==> config.mk <==
export PLATFORM = sky130hd
export DESIGN_NAME = mlt_timing
export DESIGN_NICKNAME = d
export VERILOG_FILES = /design/src/mlt_pkg.sv /design/src/mlt_timing.sv
export SDC_FILE = /design/constraint.sdc
export NUM_CORES = 1
export LEC_CHECK = 0
export ABC_AREA = 1
export BUFFER_PORTS_ARGS = -buffer_cell sky130_fd_sc_hd__buf_2
export CORE_MARGIN = 5
export CORE_UTILIZATION = 40
export DETAILED_ROUTE_END_ITERATION = 6
export GPL_ROUTABILITY_DRIVEN = 1
export GPL_TIMING_DRIVEN = 0
export PLACE_DENSITY_LB_ADDON = 0.08
export SLEW_MARGIN = 20
export SYNTH_ARGS = -nofsm -noshare
export SYNTH_HDL_FRONTEND = slang
export SYNTH_SLANG_ARGS = --single-unit
==> constraint.sdc <==
create_clock -name aclk -period 2.7 [get_ports aclk]
set_input_delay 0.405 -clock aclk [delete_from_list [all_inputs] [get_ports aclk]]
set_output_delay 0.405 -clock aclk [all_outputs]
set_load 0.03 [all_outputs]
==> src/mlt_pkg.sv <==
// Constants for the monochrome panel timing controller.
// Function
// Control word holds depth select, gray enable, bias, pixel prescale, line length, buffer size.
// Buffer size field is quad words minus one; fetch wraps after that count.
// Line has (field plus one) times sixteen pixels, then a line clock.
// Pixel rate is the source rate divided by pixel prescale plus one.
// Pixel prescale of zero stops the pixel clock entirely.
// Software picks prescale for roughly seventy hertz refresh, never faster.
// Shift clock low phase doubles after each line clock high pulse.
// Bias output toggles after bias field plus one line clocks.
// Software sets bias field per panel maker, not dividing line count.
// Gray disabled maps one buffer bit to one pixel; enabled gives grayscale.
// With gray enabled, depth select clear gives two bits, set four bits.
// After the whole buffer is fetched, counters restart at buffer start.
package mlt_pkg;
  localparam int          ADDR_W        = 4;
  localparam logic [3:0]  OFS_CONTROL   = 4'h0;
  localparam logic [3:0]  OFS_STATUS    = 4'h4;
  localparam logic [31:0] CONTROL_RESET = 32'h0000_0000;
  localparam logic [1:0]  RESP_OKAY     = 2'b00;
  localparam logic [1:0]  RESP_SLVERR   = 2'b10;
  // Control word field positions
  localparam int DEPTH_BIT  = 31;
  localparam int GRAY_BIT   = 30;
  localparam int BIAS_HI    = 29;
  localparam int BIAS_LO    = 25;
  localparam int PRESC_HI   = 24;
  localparam int PRESC_LO   = 19;
  localparam int LLEN_HI    = 18;
  localparam int LLEN_LO    = 13;
  localparam int BUFSZ_HI   = 12;
  localparam int BUFSZ_LO   = 0;
  localparam int QW_BITS    = 128;
  localparam int PIX_UNIT   = 16;
  localparam int PIX_UNIT_LG = 4;
  localparam int LINE_W     = 11;
  localparam int LINES_W    = 16;
  localparam logic [7:0] BPP_1 = 8'h01;
  localparam logic [7:0] BPP_2 = 8'h02;
  localparam logic [7:0] BPP_4 = 8'h04;
  typedef enum logic [0:0] {PH_PIXEL, PH_LINE} mlt_phase_t;
endpackage : mlt_pkg

==> src/mlt_timing.sv <==
// Panel timing controller with AXI4-Lite control and status registers.
module mlt_timing (
  input  wire logic         aclk,
  input  wire logic         aresetn,
  input  wire logic [3:0]   s_axi_awaddr,
  input  wire logic         s_axi_awvalid,
  output      logic         s_axi_awready,
  input  wire logic [31:0]  s_axi_wdata,
  input  wire logic [3:0]   s_axi_wstrb,
  input  wire logic         s_axi_wvalid,
  output      logic         s_axi_wready,
  output      logic [1:0]   s_axi_bresp,
  output      logic         s_axi_bvalid,
  input  wire logic         s_axi_bready,
  input  wire logic [3:0]   s_axi_araddr,
  input  wire logic         s_axi_arvalid,
  output      logic         s_axi_arready,
  output      logic [31:0]  s_axi_rdata,
  output      logic [1:0]   s_axi_rresp,
  output      logic         s_axi_rvalid,
  input  wire logic         s_axi_rready,
  input  wire logic         pix_src_clk,
  input  wire logic [127:0] vid_data,
  output      logic [12:0]  fetch_addr,
  output      logic         pixel_shift_clock,
  output      logic         line_clock,
  output      logic         ac_bias,
  output      logic [3:0]   pix_value,
  output      logic         frame_start
);
  ////////////////////////////////////////////////////////////////////////////
  // Register bus
  logic [31:0] ctrl_ff, nxt_ctrl;
  logic        aw_ff, nxt_aw, w_ff, nxt_w, bv_ff, nxt_bv, rv_ff, nxt_rv;
  logic [3:0]  awa_ff, nxt_awa, wst_ff, nxt_wst;
  logic [31:0] wd_ff, nxt_wd, rd_ff, nxt_rd;
  logic [1:0]  br_ff, nxt_br, rr_ff, nxt_rr;
  logic [31:0] status_w;

  assign s_axi_awready = !aw_ff && !bv_ff;
  assign s_axi_wready  = !w_ff && !bv_ff;
  assign s_axi_arready = !rv_ff;
  assign s_axi_bvalid  = bv_ff;
  assign s_axi_bresp   = br_ff;
  assign s_axi_rvalid  = rv_ff;
  assign s_axi_rdata   = rd_ff;
  assign s_axi_rresp   = rr_ff;

  always_comb begin
    nxt_aw = aw_ff;
    nxt_w = w_ff;
    nxt_awa = awa_ff;
    nxt_wd = wd_ff;
    nxt_wst = wst_ff;
    nxt_bv = bv_ff;
    nxt_br = br_ff;
    nxt_ctrl = ctrl_ff;
    nxt_rv = rv_ff;
    nxt_rd = rd_ff;
    nxt_rr = rr_ff;
    // Address and data may arrive in either order
    if (s_axi_awvalid && s_axi_awready) begin
      nxt_aw = 1'b1;
      nxt_awa = s_axi_awaddr;
    end
    if (s_axi_wvalid && s_axi_wready) begin
      nxt_w = 1'b1;
      nxt_wd = s_axi_wdata;
      nxt_wst = s_axi_wstrb;
    end
    if (nxt_aw && nxt_w && !bv_ff) begin
      nxt_aw = 1'b0;
      nxt_w = 1'b0;
      nxt_bv = 1'b1;
      if (nxt_awa == mlt_pkg::OFS_CONTROL) begin
        for (int i = 0; i < 4; i++) begin
          if (nxt_wst[i]) begin
            nxt_ctrl[i*8 +: 8] = nxt_wd[i*8 +: 8];
          end
        end
        nxt_br = mlt_pkg::RESP_OKAY;
      end else if (nxt_awa == mlt_pkg::OFS_STATUS) begin
        nxt_br = mlt_pkg::RESP_OKAY;
      end else begin
        nxt_br = mlt_pkg::RESP_SLVERR;
      end
    end else if (bv_ff && s_axi_bready) begin
      nxt_bv = 1'b0;
    end
    if (s_axi_arvalid && s_axi_arready) begin
      nxt_rv = 1'b1;
      if (s_axi_araddr == mlt_pkg::OFS_CONTROL) begin
        nxt_rd = ctrl_ff;
        nxt_rr = mlt_pkg::RESP_OKAY;
      end else if (s_axi_araddr == mlt_pkg::OFS_STATUS) begin
        nxt_rd = status_w;
        nxt_rr = mlt_pkg::RESP_OKAY;
      end else begin
        nxt_rd = 32'h0000_0000;
        nxt_rr = mlt_pkg::RESP_SLVERR;
      end
    end else if (rv_ff && s_axi_rready) begin
      nxt_rv = 1'b0;
    end
  end

  always_ff @(posedge aclk) begin
    if (!aresetn) begin
      ctrl_ff <= mlt_pkg::CONTROL_RESET;
      aw_ff <= 1'b0;
      w_ff <= 1'b0;
      bv_ff <= 1'b0;
      rv_ff <= 1'b0;
      awa_ff <= 4'h0;
      wst_ff <= 4'h0;
      wd_ff <= 32'h0000_0000;
      rd_ff <= 32'h0000_0000;
      br_ff <= 2'b00;
      rr_ff <= 2'b00;
    end else begin
      ctrl_ff <= nxt_ctrl;
      aw_ff <= nxt_aw;
      w_ff <= nxt_w;
      bv_ff <= nxt_bv;
      rv_ff <= nxt_rv;
      awa_ff <= nxt_awa;
      wst_ff <= nxt_wst;
      wd_ff <= nxt_wd;
      rd_ff <= nxt_rd;
      br_ff <= nxt_br;
      rr_ff <= nxt_rr;
    end
  end

  ////////////////////////////////////////////////////////////////////////////
  // Field decode
  logic       f_depth, f_gray;
  logic [4:0] f_bias;
  logic [5:0] f_presc, f_llen;
  logic [12:0] f_bufsz;
  logic [7:0] bpp;
  localparam int LINE_END_W = mlt_pkg::LINE_W;
  logic [LINE_END_W-1:0] line_last;

  assign f_depth = ctrl_ff[mlt_pkg::DEPTH_BIT];
  assign f_gray  = ctrl_ff[mlt_pkg::GRAY_BIT];
  assign f_bias  = ctrl_ff[mlt_pkg::BIAS_HI:mlt_pkg::BIAS_LO];
  assign f_presc = ctrl_ff[mlt_pkg::PRESC_HI:mlt_pkg::PRESC_LO];
  assign f_llen  = ctrl_ff[mlt_pkg::LLEN_HI:mlt_pkg::LLEN_LO];
  assign f_bufsz = ctrl_ff[mlt_pkg::BUFSZ_HI:mlt_pkg::BUFSZ_LO];
  assign bpp = !f_gray ? mlt_pkg::BPP_1 : (f_depth ? mlt_pkg::BPP_4 : mlt_pkg::BPP_2);
  // Last pixel index of a line
  assign line_last = {1'b0, f_llen, 4'(mlt_pkg::PIX_UNIT - 1)};

  ////////////////////////////////////////////////////////////////////////////
  // Source clock sampling and pixel divider
  logic       src_s1_ff, src_s2_ff, src_s3_ff;
  logic [5:0] div_ff, nxt_div;
  logic       src_tick, pix_tick;

  assign src_tick = src_s2_ff && !src_s3_ff;
  assign pix_tick = src_tick && (f_presc != 6'h00) && (div_ff >= f_presc);

  always_comb begin
    nxt_div = div_ff;
    if (f_presc == 6'h00) begin
      nxt_div = 6'h00;
    end else if (src_tick) begin
      nxt_div = (div_ff >= f_presc) ? 6'h00 : div_ff + 6'h01;
    end
  end

  always_ff @(posedge aclk) begin
    if (!aresetn) begin
      src_s1_ff <= 1'b0;
      src_s2_ff <= 1'b0;
      src_s3_ff <= 1'b0;
      div_ff <= 6'h00;
    end else begin
      src_s1_ff <= pix_src_clk;
      src_s2_ff <= src_s1_ff;
      src_s3_ff <= src_s2_ff;
      div_ff <= nxt_div;
    end
  end

  ////////////////////////////////////////////////////////////////////////////
  // Pixel, line and buffer walk
  mlt_pkg::mlt_phase_t ph_ff, nxt_ph;
  logic [10:0]  pix_ff, nxt_pix;
  logic [6:0]   bit_ff, nxt_bit;
  logic [12:0]  qw_ff, nxt_qw;
  logic [127:0] word_ff, nxt_word;
  logic [4:0]   bias_cnt_ff, nxt_bias_cnt;
  logic [15:0]  lines_ff, nxt_lines;
  logic         psc_ff, nxt_psc, lc_ff, nxt_lc, ac_ff, nxt_ac, fs_ff, nxt_fs;
  logic [3:0]   pv_ff, nxt_pv;

  assign status_w = {3'h0, lines_ff[12:0], 3'h0, qw_ff};

  always_comb begin
    logic [127:0] w;
    logic [7:0]   nb;
    w = (bit_ff == 7'h00) ? vid_data : word_ff;
    nb = {1'b0, bit_ff} + bpp;
    nxt_ph = ph_ff;
    nxt_pix = pix_ff;
    nxt_bit = bit_ff;
    nxt_qw = qw_ff;
    nxt_word = word_ff;
    nxt_bias_cnt = bias_cnt_ff;
    nxt_lines = lines_ff;
    nxt_ac = ac_ff;
    nxt_pv = pv_ff;
    nxt_psc = 1'b0;
    nxt_lc = 1'b0;
    nxt_fs = 1'b0;
    if (pix_tick) begin
      case (ph_ff)
        mlt_pkg::PH_PIXEL: begin
          nxt_psc = 1'b1;
          nxt_word = w;
          nxt_pv = 4'((w >> bit_ff) & 128'((9'h001 << bpp) - 9'h001));
          nxt_bit = nb[6:0];
          if (pix_ff >= line_last) begin
            nxt_pix = 11'h000;
            nxt_ph = mlt_pkg::PH_LINE;
          end else begin
            nxt_pix = pix_ff + 11'h001;
          end
          if (nb[7]) begin
            // Word used up; wrap after the programmed count
            if (qw_ff >= f_bufsz) begin
              // Cut line: a walk misaligned by a new setting still ends its frame
              nxt_qw = 13'h0000;
              nxt_bit = 7'h00;
              nxt_pix = 11'h000;
              nxt_ph = mlt_pkg::PH_LINE;
            end else begin
              nxt_qw = qw_ff + 13'h0001;
            end
          end
        end
        mlt_pkg::PH_LINE: begin
          // Slot with no shift edge stretches the shift clock low time
          nxt_lc = 1'b1;
          nxt_ph = mlt_pkg::PH_PIXEL;
          nxt_lines = lines_ff + 16'h0001;
          if (bias_cnt_ff >= f_bias) begin
            nxt_bias_cnt = 5'h00;
            nxt_ac = !ac_ff;
          end else begin
            nxt_bias_cnt = bias_cnt_ff + 5'h01;
          end
          if (qw_ff == 13'h0000 && bit_ff == 7'h00) begin
            nxt_lines = 16'h0000;
            nxt_fs = 1'b1;
          end
        end
        default: begin
          nxt_ph = mlt_pkg::PH_PIXEL;
        end
      endcase
    end
  end

  always_ff @(posedge aclk) begin
    if (!aresetn) begin
      ph_ff <= mlt_pkg::PH_PIXEL;
      pix_ff <= 11'h000;
      bit_ff <= 7'h00;
      qw_ff <= 13'h0000;
      word_ff <= 128'h0;
      bias_cnt_ff <= 5'h00;
      lines_ff <= 16'h0000;
      psc_ff <= 1'b0;
      lc_ff <= 1'b0;
      ac_ff <= 1'b0;
      fs_ff <= 1'b0;
      pv_ff <= 4'h0;
    end else begin
      ph_ff <= nxt_ph;
      pix_ff <= nxt_pix;
      bit_ff <= nxt_bit;
      qw_ff <= nxt_qw;
      word_ff <= nxt_word;
      bias_cnt_ff <= nxt_bias_cnt;
      lines_ff <= nxt_lines;
      psc_ff <= nxt_psc;
      lc_ff <= nxt_lc;
      ac_ff <= nxt_ac;
      fs_ff <= nxt_fs;
      pv_ff <= nxt_pv;
    end
  end

  assign fetch_addr = qw_ff;
  assign pixel_shift_clock = psc_ff;
  assign line_clock = lc_ff;
  assign ac_bias = ac_ff;
  assign pix_value = pv_ff;
  assign frame_start = fs_ff;

  ////////////////////////////////////////////////////////////////////////////
  // Checks
  a_no_presc_zero: assert property (@(posedge aclk) disable iff (!aresetn)
    (f_presc == 6'h00) |=> !pixel_shift_clock && !line_clock)
    else $error("pixel clock with zero prescale");
  a_tick_spacing: assert property (@(posedge aclk) disable iff (!aresetn)
    pix_tick && $stable(f_presc) |=> !pix_tick[*2])
    else $error("pixel ticks too close");
  a_line_no_shift: assert property (@(posedge aclk) disable iff (!aresetn)
    line_clock |-> !pixel_shift_clock)
    else $error("shift edge during line pulse");
  a_line_after_last: assert property (@(posedge aclk) disable iff (!aresetn)
    pix_tick && ph_ff == mlt_pkg::PH_PIXEL && pix_ff >= line_last |=>
    ph_ff == mlt_pkg::PH_LINE && pix_ff == 11'h000)
    else $error("line end missed");
  a_bias_toggle: assert property (@(posedge aclk) disable iff (!aresetn)
    $changed(ac_bias) |-> $past(line_clock) == 1'b0 && line_clock)
    else $error("bias toggled off a line clock");
  a_bias_hold: assert property (@(posedge aclk) disable iff (!aresetn)
    line_clock && bias_cnt_ff != 5'h00 |-> $stable(ac_bias))
    else $error("bias toggled early");
  a_qw_wrap: assert property (@(posedge aclk) disable iff (!aresetn)
    $stable(f_bufsz) && $changed(qw_ff) |->
    qw_ff == 13'h0000 || qw_ff == $past(qw_ff) + 13'h0001)
    else $error("buffer walk skipped");
  a_mono_pixel: assert property (@(posedge aclk) disable iff (!aresetn)
    pixel_shift_clock && $past(!f_gray) |-> pix_value[3:1] == 3'h0)
    else $error("mono pixel wider than one bit");
  a_depth_two: assert property (@(posedge aclk) disable iff (!aresetn)
    pixel_shift_clock && $past(f_gray && !f_depth) |-> pix_value[3:2] == 2'h0)
    else $error("two-bit pixel too wide");
  a_ctrl_write: assert property (@(posedge aclk) disable iff (!aresetn)
    $rose(s_axi_bvalid) && awa_ff == mlt_pkg::OFS_CONTROL && wst_ff == 4'hf |->
    ctrl_ff == wd_ff)
    else $error("control write lost");
endmodule : mlt_timing

==> results_dict.tcl <==
set metrics [dict create \
    cp-end-kind "flop" \
    initial_core_util 0.404 \
    post-dp-hpwl_mm 66.4 \
    drive_gt1_frac 0.178 \
    grt_antenna_before_repair 1 \
    gp_congestion 1.00 \
    worstPathArrival_ns 3.19 \
    max_clock_freq_ghz 0.358 \
    cts_num_sinks 305 \
    final_max_slew_viol_count 0 \
    fillCellCount 4878 \
    ys_seq_elements 305 \
    synth_commonest_cells "789 x nand2_1, 422 x nand3_1, 305 x dfxtp_1" \
    finalHoldViolations 0 \
    worst_pin_slew_ns 1.03 \
    power_leakage_nw 10.7 \
    layout.nets 3415 \
    avgSynthCellArea_um2 6.35 \
    yosys-top-cells-area "dfxtp_1 33%, nand2_1 16%, nand3_1 11%, inv_1 6.0%, o21ai_0 4.7%" \
    critPathLaunchType "flop" \
    dr.pass1.iters 5 \
    power.density_mw_per_mm2 526 \
    seq_area_frac_synth 0.332 \
    numPortBuffers 239 \
    yosysTopAreaCell "dfxtp_1" \
    rows 78 \
    hold_start "pix_src_clk" \
    whs_ns 0.0588 \
    finalWorstSetupSlack_ns -0.0958 \
    crit_path_start "bit_ff[1]" \
    wl_mm 88.6 \
    die-area_mm2 0.0504 \
    fin_crit_ns 2.80 \
    syn_inst 2895 \
    grt_pass1_wl_mm 128 \
    critical_path_class "reg -> reg" \
    gr-total-overflow 0 \
    ir_drop_mv 0.516 \
    synth.distinct_cells 50 \
    die_w_um 224 \
    required_ns 3.09 \
    vias 21900 \
    first_iter_violations 2097 \
    synth_warnings 0 \
    netlist_area_mm2 0.0184 \
    htree_levels 2 \
    synthFlopType "dfxtp_1" \
    yosysTopAreaCellShare 0.332 \
    clkLatencyLatePin_ns 0.57 \
    drtAntennaViolNets 0 \
    cts_tree "yes" \
    cap_violations 0 \
    die_h_um 224 \
    slew_headroom 0.311 \
    clk_pin_slew_ns 0.06 \
    cts_buffer_depth 3 \
    grt_max_degree 14 \
    core_area_mm2 0.0455 \
    routed_via_density 5.73 \
    crit_fanout 10 \
    place_inst 3735 \
    grt.total_usage 0.334 \
    status "complete, but fails checks" \
    numCtsBuffers 37 \
    drc 0 \
    grt_pass1_vias 20900 \
    boundaryPins 242 \
    setup_viol 4 \
    min_path_type "in -> reg" \
    async_flop_share 0 \
    syn2layout_area_growth_pct 23.0 \
    r2r-start "bit_ff[1]" \
    synth_edf_count 0 \
    fin_skew_ns 0.0272 \
    detail_route.wl_per_cell_um 23.2 \
    clock-root-buffer "clkbuf_16" \
    yosysMostFrequentCell "nand2_1" \
    violations "negative setup slack" \
    cts_hold_buf 0 \
    post-route-period-util 1.04 \
    rsz0062_at_grt "yes" \
    stdcell_count 3822 \
]
-- flip-flops by register name, indices dropped and copies added, names as in the netlist, 4 cells and up --
name         flops
word_ff        128
ctrl_ff         32
s_axi_rdata     32
wd_ff           32
fetch_addr      13
lines_ff        13
pix_ff          11
bit_ff           7
div_ff           6
bias_cnt_ff      5
awa_ff           4
pix_value        4
wst_ff           4
-- critical path, cell delays in order (launching register included) --
cell	delay [ns]
dfxtp_2	0.34
buf_6	0.14
nor2_4	0.15
nand2_4	0.10
nor2_8	0.22
buf_12	0.13
buf_12	0.14
buf_8	0.17
nand2_1	0.06
o21ai_1	0.13
nand2_1	0.11
nand2_1	0.07
nand2_1	0.07
nand3_1	0.11
nand3_2	0.13
nand2_1	0.10
nand3_1	0.11
nand3_1	0.10
nand2_1	0.09
nand2_1	0.08
a21oi_1	0.07
-- worst paths after layout --
check | to | slack (ns) | cells past startpoint
min reg2reg | src_s3_ff | 0.43 | 2
min | src_s1_ff | 0.06 | 3
max reg2reg | pix_value[1] | -0.1 | 20
max | pix_value[1] | -0.1 | 20
-- layer usage --
layer	part of all wire	track usage	vias up	wire, µm
met3	0.083	0.0474	182	7330
met2	0.45	0.527	1033	39400
met5	0	0	-	0
li1	-	-	10200	-
met1	0.43	0.463	10500	38100
met4	0.042	0.137	0	3760
-- placed cells by master, fill, tap and decap left out, types with 7 or more instances in the layout --
master	n
nand3_2	19
buf_12	17
nand2_2	32
inv_1	287
nand2_1	757
buf_1	20
nand3_1	401
nor3_1	14
a211oi_1	43
a31oi_1	41
mux2i_1	40
o21ai_2	32
dfxtp_1	302
o221ai_1	26
buf_4	25
ha_1	39
nor2_2	9
nor3b_1	7
clkbuf_8	8
o21ai_0	155
or2_2	11
nor2_1	210
buf_6	14
xor2_1	12
clkbuf_16	37
clkbuf_1	60
a21oi_1	163
inv_2	13
o21ai_1	21
nand4_1	11
buf_2	263
clkbuf_2	29
clkinv_2	7
-- cell families after synthesis --
logic type / Yosys count / share of synthesized area
and+or+nand+nor: 1502 / 0.346
AOI/OAI and AO/OA: 511 / 0.159
buffers and inverters: 481 / 0.106
DFF: 305 / 0.332
adders and majority gates: 40 / 0.0276
muxes: 40 / 0.0218
xor gates and xnor gates: 15 / 0.00714
other: 1 / 0.000204
-- power by group --
| part | switching [mW] | leakage [nW] | internal [mW] |
|---|---|---|---|
| registers | 0.0734 | 2.47 | 4.67 |
| clock network | 2.12 | 0.594 | 2.94 |
| logic | 1.41 | 7.66 | 0.674 |
| total | 3.61 | 10.7 | 8.28 |
-- cell type report --
type	instances	area, µm²	area share
Antenna cell	2	5.00	0.000221
Buffer	175	1130	0.0501
Clock buffer	50	1050	0.0466
Clock inverter	14	141	0.00625
Inverter	304	1140	0.0506
Multi-Input combinational cell	2111	10800	0.477
Sequential cell	305	6110	0.270
Tap cell	600	751	0.0332
Timing Repair Buffer	261	1490	0.0659
-- stage by stage --
step	TNS, ns	power [mW]	area [µm²]	worst slack, ns	util
3_3_place_gp	-55.15	6.73	20300	-0.756	0.447
3_5_place_dp	-65.80	6.75	20300	-0.822	0.447
2_1_floorplan	0	6.02	18400	0.206	-
5_1_grt	-0.793	12.3	22600	-0.198	0.497
4_1_cts	0	11.9	22400	0.000712	0.492
6_report	-0.270	11.9	22600	-0.0958	0.497
-- repair_timing --
item / CTS / global route
endpoints found under the setup margin: 167 / 174
pin swaps: 13 / 8
gates cloned: 5 / 0
setup buffers: 18 / 1
resized for setup: 197 / 93
Note: power is estimated with default switching activity, not from simulation.
